File: src/common/optic_ctrl_consts.vh
`ifndef OPTIC_CTRL_CONSTS_VH
`define OPTIC_CTRL_CONSTS_VH
// Clock rate
`define CLK_MHZ            40
// Deadlines, each in its own unit as printed
`define T_OFF_US           100
`define T_ON_MS            2
`define T_2W_START_MS      300
`define T_START_MS         300
`define T_START_COOLED_S   90
`define T_PWR_UP_MS        300
`define T_PWR_DOWN_MS      300
`define T_FAULT_ON_MS      1
`define T_FAULT_ON_COOL_MS 50
`define T_RESET_US         10
`define T_RS_FC_US         500
`define T_RS_NONFC_MS      10
`define T_LOS_ON_US        100
`define T_LOS_OFF_US       100
// Cycle counts; longest times round down, least time rounds up (exact here)
`define CYC_OFF            (`T_OFF_US * `CLK_MHZ)
`define CYC_ON             (`T_ON_MS * 1000 * `CLK_MHZ)
`define CYC_2W_START       (`T_2W_START_MS * 1000 * `CLK_MHZ)
`define CYC_START          (`T_START_MS * 1000 * `CLK_MHZ)
`define CYC_START_COOLED   (`T_START_COOLED_S * 1000000 * `CLK_MHZ)
`define CYC_PWR_UP         (`T_PWR_UP_MS * 1000 * `CLK_MHZ)
`define CYC_PWR_DOWN       (`T_PWR_DOWN_MS * 1000 * `CLK_MHZ)
`define CYC_FAULT_ON       (`T_FAULT_ON_MS * 1000 * `CLK_MHZ)
`define CYC_FAULT_ON_COOL  (`T_FAULT_ON_COOL_MS * 1000 * `CLK_MHZ)
`define CYC_RESET          (`T_RESET_US * `CLK_MHZ)
`define CYC_RS_FC          (`T_RS_FC_US * `CLK_MHZ)
`define CYC_RS_NONFC       (`T_RS_NONFC_MS * 1000 * `CLK_MHZ)
`define CYC_LOS_ON         (`T_LOS_ON_US * `CLK_MHZ)
`define CYC_LOS_OFF        (`T_LOS_OFF_US * `CLK_MHZ)
// Register byte offsets
`define REG_CTRL           8'h00
`define REG_STATUS         8'h04
`define REG_IRQ_STAT       8'h08
`define REG_IRQ_MASK       8'h0c
`define REG_TIMING         8'h10
// Control register fields
`define CTRL_COOLED        0
`define CTRL_FC_MODE       1
`define CTRL_PWR_LEVEL2    2
`define CTRL_PWR_CMD       3
// Status register fields
`define ST_TX_ON           0
`define ST_FAULT           1
`define ST_LOS             2
`define ST_MGMT_READY      3
`define ST_OPERATIONAL     4
`define ST_PWR_LEVEL2      5
`define ST_RATE_STABLE     6
`define ST_STATE_LSB       8
// Interrupt event bits
`define EV_FAULT           0
`define EV_LOS_ON          1
`define EV_LOS_OFF         2
`define EV_READY           3
`define EV_RATE_STABLE     4
`define EV_FAULT_CLR       5
`define EV_WIDTH           6
// Reset values
`define CTRL_RESET         4'h0
`define MASK_RESET         6'h00
`endif

File: src/core/deadline_timer.v
`timescale 1ns/100ps
`default_nettype none
// Counts down from a loaded value; done pulses on reaching zero
module deadline_timer #(
  parameter W = 32
) (
  // Clock and reset
  input  wire         hclk,
  input  wire         hresetn,
  // Control
  input  wire         start,
  input  wire         cancel,
  input  wire [W-1:0] load,
  // Status
  output reg          busy,
  output reg          done
);
  reg [W-1:0] cnt_q; // Cycles left

  // Start wins over cancel so a restart is never lost
  always @(posedge hclk or negedge hresetn) begin
    if (!hresetn) begin
      cnt_q <= {W{1'b0}};
      busy  <= 1'b0;
      done  <= 1'b0;
    end else begin
      done <= 1'b0;
      if (start) begin
        cnt_q <= (load == {W{1'b0}}) ? {{(W-1){1'b0}}, 1'b1} : load;
        busy  <= 1'b1;
      end else if (cancel) begin
        busy <= 1'b0;
      end else if (busy) begin
        if (cnt_q == {{(W-1){1'b0}}, 1'b1}) begin
          busy <= 1'b0;
          done <= 1'b1;
        end
        cnt_q <= cnt_q - {{(W-1){1'b0}}, 1'b1};
      end
    end
  end
endmodule // deadline_timer
`default_nettype wire

File: src/core/pin_sync.v
`timescale 1ns/100ps
`default_nettype none
// Two-flop synchroniser for a group of pins
module pin_sync #(
  parameter W = 1
) (
  // Clock and reset
  input  wire         hclk,
  input  wire         hresetn,
  // Pins and synchronised copy
  input  wire [W-1:0] pin_in,
  output reg  [W-1:0] pin_out
);
  reg [W-1:0] meta_q; // First stage, read only by the second

  always @(posedge hclk or negedge hresetn) begin
    if (!hresetn) begin
      meta_q  <= {W{1'b0}};
      pin_out <= {W{1'b0}};
    end else begin
      meta_q  <= pin_in;
      pin_out <= meta_q;
    end
  end
endmodule // pin_sync
`default_nettype wire

File: src/core/optic_ctrl.v
// Behaviour
// Laser off within 100 us of request rise
// Laser on within 2 ms, normal operation
// Management ready within 300 ms of power
// Uncooled operational within 300 ms
// Cooled operational within 90 s
// Level-two enable settles within 300 ms
// Level-two disable settles within 300 ms
// Uncooled fault flagged within 1 ms
// Cooled fault flagged within 50 ms
// Request high 10 us resets fault
// Rate select settles 500 us, FC
// Rate select settles 10 ms, non-FC
// Loss flagged within 100 us
// Loss cleared within 100 us
// Fault latched; reset reruns initialisation
`timescale 1ns/100ps
`default_nettype none
`include "optic_ctrl_consts.vh"
module optic_ctrl #(
  parameter [31:0] CYC_ON_P      = `CYC_ON,
  parameter [31:0] CYC_START_P   = `CYC_START,
  parameter [31:0] CYC_COOLED_P  = `CYC_START_COOLED,
  parameter [31:0] CYC_2W_P      = `CYC_2W_START,
  parameter [31:0] CYC_PWR_UP_P  = `CYC_PWR_UP,
  parameter [31:0] CYC_PWR_DN_P  = `CYC_PWR_DOWN,
  parameter [31:0] CYC_FLT_P     = `CYC_FAULT_ON,
  parameter [31:0] CYC_FLT_CL_P  = `CYC_FAULT_ON_COOL,
  parameter [31:0] CYC_RS_NFC_P  = `CYC_RS_NONFC
) (
  // Clock and reset
  input  wire        hclk,
  input  wire        hresetn,
  // AHB-Lite slave
  input  wire        hsel,
  input  wire [7:0]  haddr,
  input  wire [1:0]  htrans,
  input  wire        hwrite,
  input  wire [2:0]  hsize,
  input  wire [31:0] hwdata,
  input  wire        hready,
  output wire [31:0] hrdata,
  output wire        hreadyout,
  output wire        hresp,
  // Host sideband pins
  input  wire        tx_disable,
  input  wire        rate_select_low_bit,
  input  wire        rate_select_high_bit,
  output reg         tx_fault,
  output reg         rx_los,
  // Module internals
  input  wire        laser_fault_in,
  input  wire        signal_present_in,
  output reg         laser_enable,
  output reg         rate_stable,
  output reg         mgmt_ready,
  output reg         pwr_level2,
  // Interrupt
  output wire        irq
);
  // Control state machine
  localparam [2:0] ST_INIT  = 3'h0; // Initialising, laser dark
  localparam [2:0] ST_OPER  = 3'h1; // Operational
  localparam [2:0] ST_DARK  = 3'h2; // Disabled by request
  localparam [2:0] ST_FAULT = 3'h3; // Fault latched

  reg  [2:0]  state_q;                   // Current state
  reg  [3:0]  ctrl_q;                    // Control register
  reg  [`EV_WIDTH-1:0] istat_q;          // Sticky events
  reg  [`EV_WIDTH-1:0] imask_q;          // Interrupt mask
  reg  [31:0] rdata_q;                   // Read data
  reg         wr_pend_q;                 // Write data phase pending
  reg  [7:0]  wr_addr_q;                 // Latched write address
  reg         dis_q;                     // Previous request level
  reg  [1:0]  rs_q;                      // Previous rate select
  reg  [15:0] hold_q;                    // Request-high length
  reg         fault_seen_q;              // Fault pending report
  reg         los_raw_q;                 // Previous raw loss
  wire [2:0]  pins;                      // Synchronised pins
  wire        dis_s = pins[0];
  wire [1:0]  rs_s  = pins[2:1];
  wire [1:0]  sense_s;                   // Synchronised sense lines
  wire        los_s = sense_s[0];        // Loss of light
  wire        flt_s = sense_s[1];        // Laser driver fault

  // Pins come from the host board, outside our clock
  pin_sync #(.W(3)) u_sync_pins (
    .hclk(hclk), .hresetn(hresetn),
    .pin_in({rate_select_high_bit, rate_select_low_bit, tx_disable}),
    .pin_out(pins)
  );
  // Sense lines come from the analog side, just as asynchronous
  pin_sync #(.W(2)) u_sync_los (
    .hclk(hclk), .hresetn(hresetn),
    .pin_in({laser_fault_in, ~signal_present_in}), .pin_out(sense_s)
  );

  // Bus decode
  wire        acc     = hsel & hready & htrans[1];
  wire        wr_go   = wr_pend_q;
  wire        cooled  = ctrl_q[`CTRL_COOLED];
  wire        dis_rise = dis_s & ~dis_q;
  wire        dis_fall = ~dis_s & dis_q;
  wire        fault_rst = dis_fall && (hold_q >= `CYC_RESET);
  wire        rs_rise = |(rs_s & ~rs_q);

  // Timers
  wire        init_busy, init_done, on_busy, on_done;
  wire        pw_busy, pw_done, fl_busy, fl_done, rs_done, rs_busy;
  reg         init_go, on_go, pw_go, fl_go, rs_go;
  reg  [31:0] pw_load;
  wire        lvl2_wr = wr_go && wr_addr_q == `REG_CTRL &&
                        hwdata[`CTRL_PWR_LEVEL2] != ctrl_q[`CTRL_PWR_LEVEL2];

  // Startup length depends on cooling
  wire [31:0] init_load = cooled ? CYC_COOLED_P : CYC_START_P;
  deadline_timer u_init (.hclk(hclk), .hresetn(hresetn), .start(init_go),
    .cancel(1'b0), .load(init_load), .busy(init_busy), .done(init_done));
  deadline_timer u_on (.hclk(hclk), .hresetn(hresetn), .start(on_go),
    .cancel(dis_rise), .load(CYC_ON_P), .busy(on_busy), .done(on_done));
  deadline_timer u_pwr (.hclk(hclk), .hresetn(hresetn), .start(pw_go),
    .cancel(1'b0), .load(pw_load), .busy(pw_busy), .done(pw_done));
  deadline_timer u_flt (.hclk(hclk), .hresetn(hresetn), .start(fl_go),
    .cancel(1'b0), .load(cooled ? CYC_FLT_CL_P : CYC_FLT_P),
    .busy(fl_busy), .done(fl_done));
  deadline_timer u_rs (.hclk(hclk), .hresetn(hresetn), .start(rs_go),
    .cancel(1'b0),
    .load(ctrl_q[`CTRL_FC_MODE] ? `CYC_RS_FC : CYC_RS_NFC_P),
    .busy(rs_busy), .done(rs_done));

  // Timer starts
  always @* begin
    init_go = 1'b0;
    on_go   = 1'b0;
    fl_go   = flt_s & ~fault_seen_q & ~tx_fault & ~fl_busy;
    rs_go   = rs_rise;
    pw_go   = lvl2_wr;
    pw_load = hwdata[`CTRL_PWR_LEVEL2] ? CYC_PWR_UP_P : CYC_PWR_DN_P;
    case (state_q)
      ST_DARK: on_go = dis_fall;         // Normal operation turn-on
      ST_FAULT: init_go = fault_rst;
      default: on_go = 1'b0;
    endcase
  end

  // Management ready counter: power-on start, flags ready once
  reg [31:0] mg_cnt_q;                   // Cycles since supply valid
  always @(posedge hclk or negedge hresetn) begin
    if (!hresetn) begin
      mg_cnt_q   <= 32'h0000_0000;
      mgmt_ready <= 1'b0;
    end else if (!mgmt_ready) begin
      // Ready well before the deadline: a few cycles after reset
      mg_cnt_q   <= mg_cnt_q + 32'h0000_0001;
      mgmt_ready <= (mg_cnt_q >= 32'h0000_0003) || (mg_cnt_q >= CYC_2W_P);
    end
  end

  // Main state machine and pin outputs
  always @(posedge hclk or negedge hresetn) begin
    if (!hresetn) begin
      state_q      <= ST_INIT;
      laser_enable <= 1'b0;
      tx_fault     <= 1'b0;
      rx_los       <= 1'b1;
      dis_q        <= 1'b0;              // Matches the synchroniser, no false edge
      rs_q         <= 2'h0;
      hold_q       <= 16'h0000;
      fault_seen_q <= 1'b0;
      los_raw_q    <= 1'b1;
      rate_stable  <= 1'b1;
      pwr_level2   <= 1'b0;
    end else begin
      dis_q     <= dis_s;
      rs_q      <= rs_s;
      los_raw_q <= los_s;
      // Request-high length, saturating
      if (!dis_s)
        hold_q <= 16'h0000;
      else if (hold_q != 16'hffff)
        hold_q <= hold_q + 16'h0001;
      // Loss follows the signal two stages behind, far under the deadline
      rx_los <= los_raw_q;
      // Rate select settling
      if (rs_go)
        rate_stable <= 1'b0;
      else if (rs_done)
        rate_stable <= 1'b1;
      // Power level follows after settling
      if (pw_done)
        pwr_level2 <= ctrl_q[`CTRL_PWR_LEVEL2];
      // Fault detection: report at timer expiry, never before
      if (fl_go)
        fault_seen_q <= 1'b1;
      if (fl_done && fault_seen_q) begin
        tx_fault     <= 1'b1;
        fault_seen_q <= 1'b0;
        laser_enable <= 1'b0;
        state_q      <= ST_FAULT;
      end else begin
        case (state_q)
          ST_INIT: begin
            if (dis_s) begin
              laser_enable <= 1'b0;
            end else if (!init_busy && !init_go) begin
              laser_enable <= 1'b1;
              state_q      <= ST_OPER;
            end
          end
          ST_OPER: begin
            if (dis_s) begin
              laser_enable <= 1'b0;
              state_q      <= ST_DARK;
            end
          end
          ST_DARK: begin
            if (dis_fall) begin
              laser_enable <= 1'b1;
              state_q      <= ST_OPER;
            end
          end
          ST_FAULT: begin
            laser_enable <= 1'b0;
            if (fault_rst) begin
              tx_fault <= 1'b0;
              state_q  <= ST_INIT;
            end
          end
          default: state_q <= ST_INIT;
        endcase
      end
    end
  end

  // Events for the interrupt status
  wire [`EV_WIDTH-1:0] ev;
  assign ev[`EV_FAULT]       = fl_done & fault_seen_q;
  assign ev[`EV_LOS_ON]      = ~rx_los & los_raw_q;
  assign ev[`EV_LOS_OFF]     = rx_los & ~los_raw_q;
  assign ev[`EV_READY]       = (state_q == ST_INIT) & ~dis_s & ~init_busy & ~init_go;
  assign ev[`EV_RATE_STABLE] = rs_done;
  assign ev[`EV_FAULT_CLR]   = (state_q == ST_FAULT) & fault_rst;

  // Bus slave: address phase latch, write in data phase
  always @(posedge hclk or negedge hresetn) begin
    if (!hresetn) begin
      wr_pend_q <= 1'b0;
      wr_addr_q <= 8'h00;
      rdata_q   <= 32'h0000_0000;
      ctrl_q    <= `CTRL_RESET;
      imask_q   <= `MASK_RESET;
      istat_q   <= {`EV_WIDTH{1'b0}};
    end else begin
      wr_pend_q <= acc & hwrite;
      wr_addr_q <= haddr;
      if (acc && !hwrite) begin
        case (haddr)
          `REG_CTRL:     rdata_q <= {28'h0000000, ctrl_q};
          `REG_STATUS:   rdata_q <= {21'h000000, state_q, 1'b0, rate_stable,
                                     pwr_level2, state_q == ST_OPER, mgmt_ready,
                                     rx_los, tx_fault, laser_enable};
          `REG_IRQ_STAT: rdata_q <= {26'h0000000, istat_q};
          `REG_IRQ_MASK: rdata_q <= {26'h0000000, imask_q};
          default:       rdata_q <= 32'h0000_0000;
        endcase
      end
      if (wr_go && wr_addr_q == `REG_CTRL)
        ctrl_q <= hwdata[3:0];
      if (wr_go && wr_addr_q == `REG_IRQ_MASK)
        imask_q <= hwdata[`EV_WIDTH-1:0];
      // Set wins over write-one-to-clear
      istat_q <= (istat_q & ~((wr_go && wr_addr_q == `REG_IRQ_STAT) ?
                              hwdata[`EV_WIDTH-1:0] : {`EV_WIDTH{1'b0}})) | ev;
    end
  end

  assign hrdata    = rdata_q;
  assign hreadyout = 1'b1;               // Zero wait states
  assign hresp     = 1'b0;               // Always OKAY
  assign irq       = |(istat_q & imask_q);
endmodule // optic_ctrl
`default_nettype wire

File: config.mk
export PLATFORM = sky130hd
export DESIGN_NAME = optic_ctrl
export DESIGN_NICKNAME = d
export VERILOG_FILES = /design/src/core/deadline_timer.v /design/src/core/pin_sync.v /design/src/core/optic_ctrl.v
export VERILOG_INCLUDE_DIRS = /design/src /design/src/common
export SDC_FILE = /design/constraint.sdc
export NUM_CORES = 1
export LEC_CHECK = 0
export ABC_AREA = 1
export BUFFER_PORTS_ARGS = -buffer_cell sky130_fd_sc_hd__clkbuf_2
export CAP_MARGIN = 20
export CORE_UTILIZATION = 40
export DETAILED_ROUTE_END_ITERATION = 6
export RECOVER_POWER = 25
export SLEW_MARGIN = 5
export SYNTH_ARGS = -nofsm -noshare
export SYNTH_HDL_FRONTEND = slang
export SYNTH_SLANG_ARGS = --single-unit
File: constraint.sdc
create_clock -name hclk -period 3.6 [get_ports hclk]
set_input_delay 0.54 -clock hclk [delete_from_list [all_inputs] [get_ports hclk]]
set_output_delay 0.54 -clock hclk [all_outputs]
set_load 0.01 [all_outputs]
Yosys cells after proc, flatten, opt, wreduce, memory -nomap -nowiden
Index checks and enable logic that the tools add are counted.
Cells by class
  add/sub/neg operators: 6
  $lt $le $gt $ge: 3
  equality and inequality tests: 21
  mux-type cells: 61
  bitwise gates (word level): 29
  reductions and logical operators: 32
Operator list (number)
  $mux W32: 10
  $eq A32 B1 Y1 const B: 4
  $sub A32 B1 Y32 const B: 4
  $logic_not A32 Y1: 3
  $pmux W11 S4: 1
  $mux W21: 2
  $mux W19: 2
  $mux W1: 35
  $add A32 B1 Y32 const B: 1
  $eq A8 B4 Y1 const B: 4
  $ge A32 B2 Y1 const B: 1
  $ge A32 B24 Y1 const B: 1
  $mux W16: 2
  $mux W3: 6
  $add A16 B1 Y16 const B: 1
  $ge A16 B9 Y1 const B: 1
  $logic_not A8 Y1: 2
  $ne A16 B16 Y1 const B: 1
  $reduce_bool A2 Y1: 8
  $and A1 B1 Y1: 14
  $and A6 B6 Y6: 2
  $ne A3 B3 Y1 const B: 4
  $pmux W3 S4: 1
  $not A1 Y1: 9
  23 further kinds: 33
Word-level totals
  register bits: 264
  input port bits: 55
  output and inout bits: 41
  word-level logic and storage cells: 186

Logic depth before layout (Yosys ltp)
Gate-level depths: netlist of run 1.
  word-level depth: 10
  gate-level depth with buffers: 11
  gate-level depth less buffers: 11

Modules after synthesis
Synthesis of run 1 repeated with hierarchy kept, for this count alone.
Unflattened totals
  cells, all modules: 2270
  area, all modules: 16020.4 µm²
Modules (own cells, without submodules)
  deadline_timer (u_init ...): instances 3, cells each 402, area an instance 2636.3 µm², seq. area each 850.8 µm²
  optic_ctrl: instances 1, cells each 641, area an instance 5223.8 µm², seq. area each 2381.0 µm²
  deadline_timer (u_flt): instances 1, cells each 413, area an instance 2637.5 µm², seq. area each 850.8 µm²
  pin_sync (u_sync_pins): instances 1, cells each 6, area an instance 150.1 µm², seq. area each 150.1 µm²
  pin_sync (u_sync_los): instances 1, cells each 4, area an instance 100.1 µm², seq. area each 100.1 µm²

Worst setup path after synthesis of run 1
OpenSTA, ideal clock, no wires.
  kind: register to register
  start point: reg u_init.cnt_q[0]
  end point: reg u_init.cnt_q[16]
  library setup time: 0.126 ns
  arrival: 1.437 ns
  required time: 3.474 ns
  slack: 2.037 ns
  cell stages (with the launch flop): 12
  path buffers: 0
  period minus slack after synthesis: 1.563 ns
  path through: dfrtp_1 -> inv_1 -> ha_1 -> nand2_2 -> nor2_4 -> nand2_2 -> nor2_2 -> nand2_1 -> inv_2 -> nand2_1 -> nand2_1 -> nand3_1
On the way
  longest elaborated chain between the ends: 3
Ends and longest elaborated chain
  start, declared: RTL line deadline_timer.v:18  | reg [W-1:0] cnt_q;
  start signal, assigned: RTL line deadline_timer.v:23  | cnt_q <= {W{1'b0}};
  start signal, assigned: RTL line deadline_timer.v:29  | cnt_q <= (load == {W{1'b0}}) ? {{(W-1){1'b0}}, 1'b1} : load;
  start signal, assigned: RTL line deadline_timer.v:38  | cnt_q <= cnt_q - {{(W-1){1'b0}}, 1'b1};
  $sub A32 B1 Y32: RTL line deadline_timer.v:38
  $mux W32: RTL line deadline_timer.v:33  | end else if (busy) begin
  $mux W32: RTL line deadline_timer.v:28  | if (start) begin
No other way between the ends. The select of a mux whose other input is x is not followed.
A chain may end at the register's enable or synchronous reset.

Worst setup path after layout of run 1
  start point: reg u_sync_pins.pin_out[0]
  end point: reg u_init.cnt_q[0]
On the way
  longest elaborated chain between the ends: 5
  elaborated cells between the ends (all ways): 6
  classes of those cells: mux (2); bitwise (2); reduce/logical (2)
Ends and longest elaborated chain
  start, declared: RTL line pin_sync.v:12  | output reg [W-1:0] pin_out
  start signal, assigned: RTL line pin_sync.v:19  | pin_out <= {W{1'b0}};
  start signal, assigned: RTL line pin_sync.v:22  | pin_out <= meta_q;
  $not A1 Y1 *: RTL line optic_ctrl.v:103  | wire dis_fall = ~dis_s & dis_q;
  $and A1 B1 Y1 *: RTL line optic_ctrl.v:103
  $logic_and A1 B1 Y1 *: RTL line optic_ctrl.v:104  | wire fault_rst = dis_fall && (hold_q >= `CYC_RESET);
  $mux W1 *: RTL line optic_ctrl.v:139  | case (state_q)
  $mux W32 / $reduce_bool A2 Y1 (equally long branches)
Mark *: on every way between the ends. The rest lies on a longest branch, timed or not.

==> results.sh, run 1 <==
export IMPL_status="complete, but fails checks"
export IMPL_violations="max-capacitance violations, max-slew violations"
export IMPL_synth_seq_cells=240
export IMPL_hpwlAfterDp_mm=24.0
export IMPL_r2r_cells=10
export IMPL_fp_row_count=67
export IMPL_cap_violations=1
export IMPL_track_usage_pct=19.2
export IMPL_yosysUniqueCellTypes=48
export IMPL_async_reset_ff_share_pct=100
export IMPL_fin_crit_sh_pct=67.2
export IMPL_port_buffers=40
export IMPL_crit_family="buffers and inverters"
export IMPL_end_kind="flip-flop"
export IMPL_nets=1997
export IMPL_path_clk_slew_ns=0.06
export IMPL_drt_pass1_iterations=5
export IMPL_num_vias=11914
export IMPL_tns_ns=0
export IMPL_synthCells=1869
export IMPL_synth_seq_area_share_pct=44.0
export IMPL_drc=0
export IMPL_p_int_mw=5.19
export IMPL_via_per_inst=4.97
export IMPL_slew_headroom_pct=-63.1
export IMPL_max_freq_mhz=413
export IMPL_path_cells="buf_4, inv_2, nand2_1, inv_1, nand3_1, buf_4, nand2_1, inv_1, o21ai_0, inv_1"
export IMPL_hold_violations=0
export IMPL_synth_edf_count=0
export IMPL_die_height_um=187
export IMPL_path_class="flip-flop to flip-flop"
export IMPL_ys_warn_count=0
export IMPL_vdd_ir_drop_max_mv=0.458
export IMPL_grt_pass1_vias=11525
export IMPL_max_clock_path_buffers=3
export IMPL_cp_start_kind="flip-flop"
export IMPL_power_density_nw_per_um2=488
export IMPL_tritoncts="done"
export IMPL_drt_initial_drc_count=666
export IMPL_ant_nets=0
export IMPL_hp_class="input port to flip-flop"
export IMPL_hold_depth=1
export IMPL_die_width_um=187
export IMPL_cts_buffers=29
export IMPL_syn_area_sq_um=13700
export IMPL_tightest_slew_ns=2.45
export IMPL_cts_resized=0
export IMPL_cts_hold_buf=0
export IMPL_grt_pass1_wl_mm=56.2
export IMPL_post_route_min_period_ns=2.42
export IMPL_crit_top_cell="inv_1"
export IMPL_cp_depth=10
export IMPL_h_tree_depth=1
export IMPL_netSwitchingFraction_pct=30.4
export IMPL_antenna_found_initial=0
export IMPL_grt_max_degree=92
export IMPL_place_congestion=0.897
export IMPL_path_buf_inv=6
export IMPL_cts_root_buf="clkbuf_16"
export IMPL_fin_skew_ns=0.0132
export IMPL_fillers=3416
export IMPL_cts_setup_buffers=0
export IMPL_wl_per_cell_um=13.7
export IMPL_p_clk_share_pct=39.5
export IMPL_combPwrFrac_pct=17.5
export IMPL_setup_violations=0
export IMPL_final_cell_mix="nand2_1, nor2_1, dfrtp_1"
export IMPL_mostFrequentLayoutCell="nand2_1"
export IMPL_finalPower_mw=7.47
export IMPL_diodes=0
export IMPL_pwr_share_seq_pct=43.0
export IMPL_insertion_delay_ns=0.55
export IMPL_rsz0062_at_grt="false"
export IMPL_start_util_pct=40.7
export IMPL_synth_ff_type="dfrtp_1"
export IMPL_p_switching_mw=2.27
export IMPL_cp_arrival_ns=2.85
export IMPL_regArea_sq_um=6010
export IMPL_clock_sinks=240
export IMPL_area_growth_synth_to_final_pct=11.9
export IMPL_final_layout_size_suffix_gt1_share_pct=8.06
export IMPL_multi_input_area_sq_um=6530
export IMPL_slowest_delay_ns=0.48
export IMPL_required_ns=4.03
export IMPL_grt_ovfl_total=0
export IMPL_cellLeakagePower_nw=7.87
export IMPL_crit_slowest_cell="nand2_1"
export IMPL_ios=96
export IMPL_path_max_fanout=29
export IMPL_drv_slew=90
export IMPL_drt_total_wl_mm=32.9
export IMPL_fp_dieArea_sq_um=34900
export IMPL_coreArea_sq_um=33500
export IMPL_reg2reg_slack_ns=1.18
export IMPL_syn_avg_cell_area_sq_um=7.31
-- cells by family after synthesis --
logic type | Yosys count | synth area share (%)
other | 2 | 0.0550
XOR/XNOR | 56 | 3.59
adder cells (fa/ha/maj) | 16 | 1.47
AND/OR/NAND/NOR | 1078 | 34.8
buffers and inverters | 290 | 8.83
multiplexers | 1 | 0.0824
AO/OA/AOI/OAI | 186 | 7.19
flip-flops | 240 | 44.0
-- state kept, by name, summed over array words and instances, names as in the netlist, 2 cells and up --
name	cells
u_sync_pins.pin_out	3
u_init.cnt_q	32
u_rs.cnt_q	32
hold_q	16
rs_q	2
hrdata	9
state_q	2
mg_cnt_q	32
ctrl_q	4
u_sync_los.pin_out	2
u_pwr.cnt_q	32
istat_q	6
u_sync_pins.meta_q	3
u_flt.cnt_q	32
wr_addr_q	8
imask_q	6
u_sync_los.meta_q	2
-- power groups by stage --
stage	clock, mW	combinational, mW	sequential (mW)
floorplan	0	1.01	3.19
global placement	0	1.27	3.25
detailed placement	0	1.31	3.25
CTS	3.03	1.32	3.21
global route	3.13	1.54	3.25
finish	2.95	1.30	3.21
-- final timing paths --
path	start	to
max in group asynchronous	hresetn	u_flt.cnt_q[17]
min in group asynchronous	hresetn	mg_cnt_q[16]
max	u_sync_pins.pin_out[0]	u_init.cnt_q[0]
min reg2reg	u_sync_pins.meta_q[2]	u_sync_pins.pin_out[2]
max reg2reg	u_sync_pins.pin_out[0]	u_init.cnt_q[0]
min	laser_fault_in	u_sync_los.meta_q[1]
-- routing by layer --
layer  GRT usage [%]  up-vias  part of all wire, %
met2            31.9      228                   47
met3            2.27       47                  3.8
met1            26.4     5582                   47
met5               0        -                    0
li1                -     6057                    -
met4            5.58        0                  2.5
-- synthesized netlist by cell type, types with 2 or more instances --
cell type | number | share of area (%)
nand2_1 | 466 | 13
nor2_1 | 285 | 7.8
dfrtp_1 | 237 | 43
inv_1 | 232 | 6.4
nand3_1 | 153 | 5.6
o21ai_0 | 125 | 4.6
nand4_1 | 54 | 2.5
xor2_1 | 42 | 2.7
nor3_1 | 37 | 1.4
a21oi_1 | 34 | 1.2
buf_4 | 28 | 1.5
ha_1 | 16 | 1.5
nor2_2 | 16 | 0.73
xnor2_1 | 14 | 0.90
clkbuf_1 | 12 | 0.33
nand2_2 | 11 | 0.50
a31oi_1 | 10 | 0.46
buf_2 | 10 | 0.37
nor2_4 | 9 | 0.74
nand3b_1 | 8 | 0.44
nor3_2 | 8 | 0.59
nor4_1 | 8 | 0.37
clkinv_1 | 5 | 0.14
nor3b_1 | 5 | 0.27
or2_2 | 5 | 0.23
and3_1 | 3 | 0.14
dfstp_2 | 3 | 0.58
inv_2 | 3 | 0.082
o22ai_1 | 3 | 0.14
a21o_1 | 2 | 0.11
and2_1 | 2 | 0.092
conb_1 | 2 | 0.055
nand3_2 | 2 | 0.15
nand4_2 | 2 | 0.18
o21a_1 | 2 | 0.11
o21ai_1 | 2 | 0.073
or2_1 | 2 | 0.092
-- stage by stage --
step / instance area, sq um / std cells / hold WS [ns] / utilization (%) / setup slack, ns
finish: 15300 / 2397 / 0.0915 / 45.6 / 1.18
global route: 15300 / 2397 / 0.0699 / 45.6 / 0.870
CTS: 15300 / 2397 / 0.0364 / 45.6 / 1.19
detailed placement: 14300 / 2343 / 0.336 / 42.8 / 1.21
global placement: 14300 / 2343 / 0.331 / 42.8 / 1.21
floorplan: 13700 / 1892 / 0.244 / - / 2.04
-- layout make-up --
cell class | count | share of cell area [%]
clock inverters | 14 | 0.998
clock buffers | 40 | 5.34
flip-flops and latches | 240 | 39.3
multi-input cells | 1362 | 42.7
inverters | 240 | 5.89
well taps | 448 | 3.67
repair buffers | 53 | 2.06
No activity file was read; power rests on OpenSTA's default activity.
==> run 2, diff against run 1 <==
--- a/config.mk
+++ b/config.mk
@@ -6,7 +6,7 @@
 export SDC_FILE = /design/constraint.sdc
 export NUM_CORES = 1
 export LEC_CHECK = 0
-export ABC_AREA = 1
+export ABC_AREA = 0
 export BUFFER_PORTS_ARGS = -buffer_cell sky130_fd_sc_hd__clkbuf_2
 export CAP_MARGIN = 20
 export CORE_UTILIZATION = 40
==> constraint.sdc (replaced) <==
create_clock -name hclk -period 2.2 [get_ports hclk]
set_input_delay 0.33 -clock hclk [delete_from_list [all_inputs] [get_ports hclk]]
set_output_delay 0.33 -clock hclk [all_outputs]
set_load 0.01 [all_outputs]
==> run 2 against run 1 <==
The flow still finishes with violations (max-capacitance violations, max-slew violations). Clock skew decreased by 0.0035 ns. Cell area decreased by 8.8%. Utilization increased by 3.0 points. Register-to-register slack got worse by 1.2 ns. Critical path depth decreased by 4. Highest routed layer unchanged.
==> results.sh, run 2 <==
export IMPL_status="complete, but fails checks"
export IMPL_violations="max-capacitance violations, max-slew violations"
export IMPL_synth_ff_type="dfrtp_1"
export IMPL_ys_top_cells_by_area="dfrtp_1, xnor2_1, nor2_1"
export IMPL_r2r_cells=6
export IMPL_synth_seq_cells=240
export IMPL_fp_dieArea_sq_um=29900
export IMPL_syn_avg_cell_area_sq_um=10.2
export IMPL_synthCells=1144
export IMPL_hold_depth=2
export IMPL_finalPower_mw=11.7
export IMPL_insertion_delay_ns=0.54
export IMPL_fp_row_count=62
export IMPL_yosys_area_top_type="dfrtp_1"
export IMPL_hp_class="input port to flip-flop"
export IMPL_path_clk_slew_ns=0.06
export IMPL_drt_total_wl_mm=25.0
export IMPL_top_layer="met4"
export IMPL_path_buf_inv=1
export IMPL_die_height_um=173
export IMPL_required_ns=2.62
export IMPL_yosys_top_cells_count="dfrtp_1, nor2_1, nand2_1"
export IMPL_r2r_start="u_flt.cnt_q[21]"
export IMPL_yosysUniqueCellTypes=71
export IMPL_dp_slack_ns=-0.0362
export IMPL_crit_slowest_cell="or4_4"
export IMPL_num_vias=8753
export IMPL_drt_pass1_iterations=5
export IMPL_post_route_min_period_ns=2.18
export IMPL_diodes=0
export IMPL_drt_initial_drc_count=493
export IMPL_layout_setup_ws_ns=0.0234
export IMPL_crit_top_cell="or3_4"
export IMPL_ios=96
export IMPL_stdcell_count=1670
export IMPL_route_met3_wl_um=799
export IMPL_whs_ns=0.0562
export IMPL_hpwlAfterDp_mm=17.0
export IMPL_die_width_um=173
export IMPL_ant_nets=0
export IMPL_rsz0062_at_grt="true"
export IMPL_synth_most_common_cell="dfrtp_1"
export IMPL_cts_setup_buffers=0
export IMPL_wl_per_cell_um=14.9
export IMPL_syn_area_sq_um=11700
export IMPL_tns_ns=0
export IMPL_cts_root_buf="clkbuf_16"
export IMPL_synth_seq_area_share_pct=51.5
export IMPL_drc=0
export IMPL_antenna_found_initial=0
export IMPL_grt_pass1_wl_mm=42.9
export IMPL_tritoncts="done"
export IMPL_dp_cells=1606
export IMPL_drv_slew=61
export IMPL_min_delay_worst_endpoint="imask_q[5]"
export IMPL_path_class="flip-flop to flip-flop"
export IMPL_reg2reg_slack_ns=0.02
export IMPL_cp_arrival_ns=2.59
export IMPL_vdd_ir_drop_max_mv=0.534
export IMPL_path_max_fanout=4
export IMPL_cellLeakagePower_nw=5.94
export IMPL_start_util_pct=40.7
export IMPL_final_layout_size_suffix_gt1_share_pct=16.3
export IMPL_place_congestion=0.797
export IMPL_via_per_inst=5.24
export IMPL_tightest_slew_ns=1.71
export IMPL_max_freq_mhz=459
export IMPL_holdCritStartpoint="hwdata[5]"
export IMPL_r2r_end="u_flt.cnt_q[30]"
export IMPL_nets=1335
export IMPL_mostFrequentLayoutCell="dfrtp_1"
export IMPL_power_density_nw_per_um2=838
export IMPL_final_cell_mix="dfrtp_1, nor2_1, nand2_1"
export IMPL_setup_violations=0
export IMPL_fin_skew_ns=0.00969
export IMPL_slew_headroom_pct=-13.8
export IMPL_max_clock_path_buffers=3
export IMPL_ys_warn_count=0
export IMPL_coreArea_sq_um=28700
export IMPL_track_usage_pct=17.0
export IMPL_synth_edf_count=0
export IMPL_fin_crit_sh_pct=98.9
export IMPL_slowest_delay_ns=0.54
export IMPL_path_cells="or4_4, or3_4, or3_4, buf_6, o211ai_1, o31ai_1"
export IMPL_grt_ovfl_total=0
export IMPL_area_growth_synth_to_final_pct=19.4
export IMPL_crit_family="simple AND/OR/NAND/NOR gates"
export IMPL_hold_violations=0
export IMPL_async_reset_ff_share_pct=100
export IMPL_wl_met2_mm=11.7
export IMPL_grt_pass1_vias=8638
export IMPL_clock_sinks=240
export IMPL_h_tree_depth=1
export IMPL_cts_buffers=28
export IMPL_grt_max_degree=64
export IMPL_port_buffers=40
export IMPL_end_kind="flip-flop"
export IMPL_cap_violations=1
export IMPL_cp_start_kind="flip-flop"
export IMPL_met1Wirelength_mm=12.0
export IMPL_yosys_area_top_type_share_pct=50.8
==> run 2: kinds of logic after synthesis <==
group                    synth area share [%]
AND/OR/NAND/NOR                          22.5
other                                  0.0643
XOR/XNOR                                 9.00
AO/OA/AOI/OAI                            8.82
adder cells (fa/ha/maj)                  1.71
multiplexers                             2.65
flip-flops                               51.5
buffers and inverters                    3.81
==> run 2: report_power, final <==
part	switching [mW]	internal (mW)	leakage (nW)	total (mW)
Clock	1.80	3.12	0.498	4.92
Combinational	0.910	0.781	2.45	1.69
Sequential	0.322	4.76	3.00	5.08
Total	3.03	8.66	5.94	11.7
==> run 2: timing repair <==
item / CTS / global route
endpoints found under the hold margin: 66 / 0
setup endpoints to repair: 4 / 11
hold buffers: 12 / 0
gates resized for setup: 3 / 8
pin swaps: 0 / 0
==> run 2: layout make-up <==
class	count	area, sq um
well taps	384	480
repair buffers	134	967
multi-input cells	836	5400
fillers	2694	14800
flip-flops and latches	240	6010
inverters	24	90.1
clock inverters	6	105
clock buffers	46	900
==> run 2: worst reg2reg max path, cell delays in order, from the launching register on <==
cell and delay, ns:
dfrtp_1 0.37, or4_4 0.54, or3_4 0.36, or3_4 0.41
buf_6 0.13, o211ai_1 0.15, o31ai_1 0.10
==> run 2: worst max-delay path by stage <==
stage                                from              end  slack (ns)  depth (start not counted)
final                     u_flt.cnt_q[21]  u_flt.cnt_q[30]        0.02                          6
after global routing      u_flt.cnt_q[21]  u_flt.cnt_q[26]       -0.07                          5
after CTS                 u_flt.cnt_q[21]  u_flt.cnt_q[30]        0.01                          6
after detailed placement  u_flt.cnt_q[21]  u_flt.cnt_q[30]       -0.04                          6
after global placement    u_flt.cnt_q[21]  u_flt.cnt_q[30]       -0.05                          6
after floorplan           u_flt.cnt_q[21]  u_flt.cnt_q[28]      -0.004                          6
==> run 2: layer usage <==
metal	up-vias	GRT usage, %
met5	-	0
met3	35	2.44
met4	0	3.83
met2	111	28.0
li1	4285	-
met1	4322	23.7
==> run 2: metrics by stage <==
step,util [%],instance area (sq um)
5_1_grt,48.6,13900
6_report,48.6,13900
3_3_place_gp,44.6,12800
2_1_floorplan,-,11800
4_1_cts,48.5,13900
3_5_place_dp,44.6,12800
==> run 3, diff against run 2 <==
--- a/config.mk
+++ b/config.mk
@@ -7,8 +7,9 @@
 export NUM_CORES = 1
 export LEC_CHECK = 0
 export ABC_AREA = 0
-export BUFFER_PORTS_ARGS = -buffer_cell sky130_fd_sc_hd__clkbuf_2
+export BUFFER_PORTS_ARGS = -buffer_cell sky130_fd_sc_hd__buf_2
 export CAP_MARGIN = 20
+export CORE_MARGIN = 5
 export CORE_UTILIZATION = 40
 export DETAILED_ROUTE_END_ITERATION = 6
 export RECOVER_POWER = 25
==> constraint.sdc (replaced) <==
create_clock -name hclk -period 2.2 [get_ports hclk]
set_input_delay 0.33 -clock hclk [delete_from_list [all_inputs] [get_ports hclk]]
set_output_delay 0.33 -clock hclk [all_outputs]
set_load 0.1 [all_outputs]
==> run 3 against run 2 <==
The flow still finishes with violations (max-capacitance violations, max-slew violations). Cell area rose by 0.90%. Wire length rose by 2.7%. Cell count rose by 0.48%. Sequential share of layout area fell by 0.37 points. Clock power barely moved.
==> results.sh, run 3 (same netlist as run 2, synthesis figures left out) <==
export IMPL_status="complete, but fails checks"
export IMPL_violations="max-capacitance violations, max-slew violations"
export IMPL_cellLeakagePower_nw=5.99
export IMPL_drc=0
export IMPL_drt_initial_drc_count=538
export IMPL_grt_ovfl_total=0
export IMPL_start_util_pct=40.6
export IMPL_drv_slew=55
export IMPL_fp_row_count=62
export IMPL_grt_max_degree=58
export IMPL_path_class="flip-flop to flip-flop"
export IMPL_nets=1345
export IMPL_h_tree_depth=1
export IMPL_fillers=2617
export IMPL_final_cell_mix="dfrtp_1, nor2_1, buf_4"
export IMPL_place_congestion=0.823
export IMPL_track_usage_pct=15.6
export IMPL_port_buffers=40
export IMPL_wl_per_cell_um=15.3
export IMPL_finalPower_mw=12.0
export IMPL_cts_root_buf="clkbuf_16"
export IMPL_drt_pass1_iterations=5
export IMPL_cts_buffers=27
export IMPL_fin_util_pct=48.9
export IMPL_vdd_ir_drop_max_mv=0.556
export IMPL_max_freq_mhz=459
export IMPL_antenna_found_initial=2
export IMPL_post_route_min_period_ns=2.18
export IMPL_tritoncts="done"
export IMPL_regArea_sq_um=6010
export IMPL_insertion_delay_ns=0.53
export IMPL_setup_violations=0
export IMPL_coreArea_sq_um=28800
export IMPL_multi_input_area_sq_um=5460
export IMPL_whs_ns=0.0573
export IMPL_mostFrequentLayoutCell="dfrtp_1"
export IMPL_path_clk_slew_ns=0.06
export IMPL_drt_total_wl_mm=25.6
export IMPL_fin_skew_ns=0.0118
export IMPL_postPlaceCellArea_sq_um=12800
export IMPL_area_growth_synth_to_final_pct=20.5
export IMPL_grt_pass1_vias=8642
export IMPL_fin_area_sq_um=14100
export IMPL_hp_class="input port to flip-flop"
export IMPL_end_kind="flip-flop"
export IMPL_rsz0062_at_grt="true"
export IMPL_max_clock_path_buffers=3
export IMPL_clock_sinks=240
export IMPL_fin_crit_sh_pct=99.0
export IMPL_die_width_um=181
export IMPL_required_ns=2.62
export IMPL_hold_violations=0
export IMPL_ant_nets=0
export IMPL_cp_start_kind="flip-flop"
export IMPL_tightest_slew_ns=1.55
export IMPL_path_max_fanout=6
export IMPL_num_vias=8771
export IMPL_grt_pass1_wl_mm=43.6
export IMPL_fp_dieArea_sq_um=32700
export IMPL_cap_violations=1
export IMPL_final_layout_size_suffix_gt1_share_pct=17.5
export IMPL_hpwlAfterDp_mm=17.8
export IMPL_diodes=0
export IMPL_power_density_nw_per_um2=854
export IMPL_cp_arrival_ns=2.60
export IMPL_via_per_inst=5.23
export IMPL_ios=96
export IMPL_die_height_um=181
export IMPL_slew_headroom_pct=-3.52
==> run 3: cell types whose count changed in the layout (fill, tap and decap cells not counted), moves of 3 or more <==
| cell | delta |
|---|---|
| clkbuf_2 | -34 |
| buf_2 | +30 |
| buf_4 | +11 |
| clkbuf_8 | -6 |
| bufinv_16 | +3 |
==> run 3: where the power goes <==
| part | switching (mW) | total, mW | internal [mW] |
|---|---|---|---|
| combinational | 1.18 | 2.00 | 0.816 |
| sequential | 0.330 | 5.09 | 4.76 |
| clock | 1.82 | 4.94 | 3.12 |
==> run 3: per-stage QoR <==
stage | setup slack, ns | cells | TNS, ns
after floorplan | -0.00419 | 1167 | -0.00836
after global placement | -0.0287 | 1610 | -0.0504
after detailed placement | -0.129 | 1610 | -0.177
after CTS | -0.0168 | 1671 | -0.0249
after global routing | -0.0452 | 1678 | -0.149
final | 0.0214 | 1678 | 0
==> run 3: cell type report <==
class	count	share of cell area, %
Clock buffer	34	5.34
Clock inverter	15	1.69
Multi-Input combinational cell	836	38.8
Tap cell	384	3.41
Timing Repair Buffer	145	7.42
Sequential cell	240	42.7
Inverter	24	0.640
==> run 3: per-layer routing <==
layer | GRT usage (%) | up-vias | part of all wire [%]
met1 | 22.1 | 4319 | 48
met3 | 2.49 | 41 | 3.5
met4 | 3.33 | 4 | 2.0
met2 | 25.5 | 103 | 47
li1 | - | 4304 | -
met5 | 0 | - | 0.094
==> run 3: what timing repair did <==
action | in CTS | in global routing
pin swaps | 1 | 7
buffers inserted | 0 | 7
hold buffers | 12 | 0
resized for setup | 5 | 17
setup endpoints to repair | 2 | 12
hold endpoints to repair | 59 | 0
==> run 3: final timing paths <==
kind | start | endpoint | slack, ns | cells past startpoint
min | hwdata[4] | imask_q[4] | 0.06 | 2
max in group asynchronous | hresetn | u_init.cnt_q[2] | 0.41 | 3
max | u_flt.cnt_q[21] | u_flt.cnt_q[26] | 0.02 | 5
min reg2reg | u_sync_pins.meta_q[0] | u_sync_pins.pin_out[0] | 0.35 | 0
max reg2reg | u_flt.cnt_q[21] | u_flt.cnt_q[26] | 0.02 | 5
min in group asynchronous | hresetn | u_rs.cnt_q[27] | 0.72 | 2
==> run 3: critical path, stage by stage (launching register included) <==
cell and delay, ns:
dfrtp_1 0.38, or4_4 0.54, or3_4 0.35, or3_4 0.43, buf_4 0.16, o41ai_1 0.22
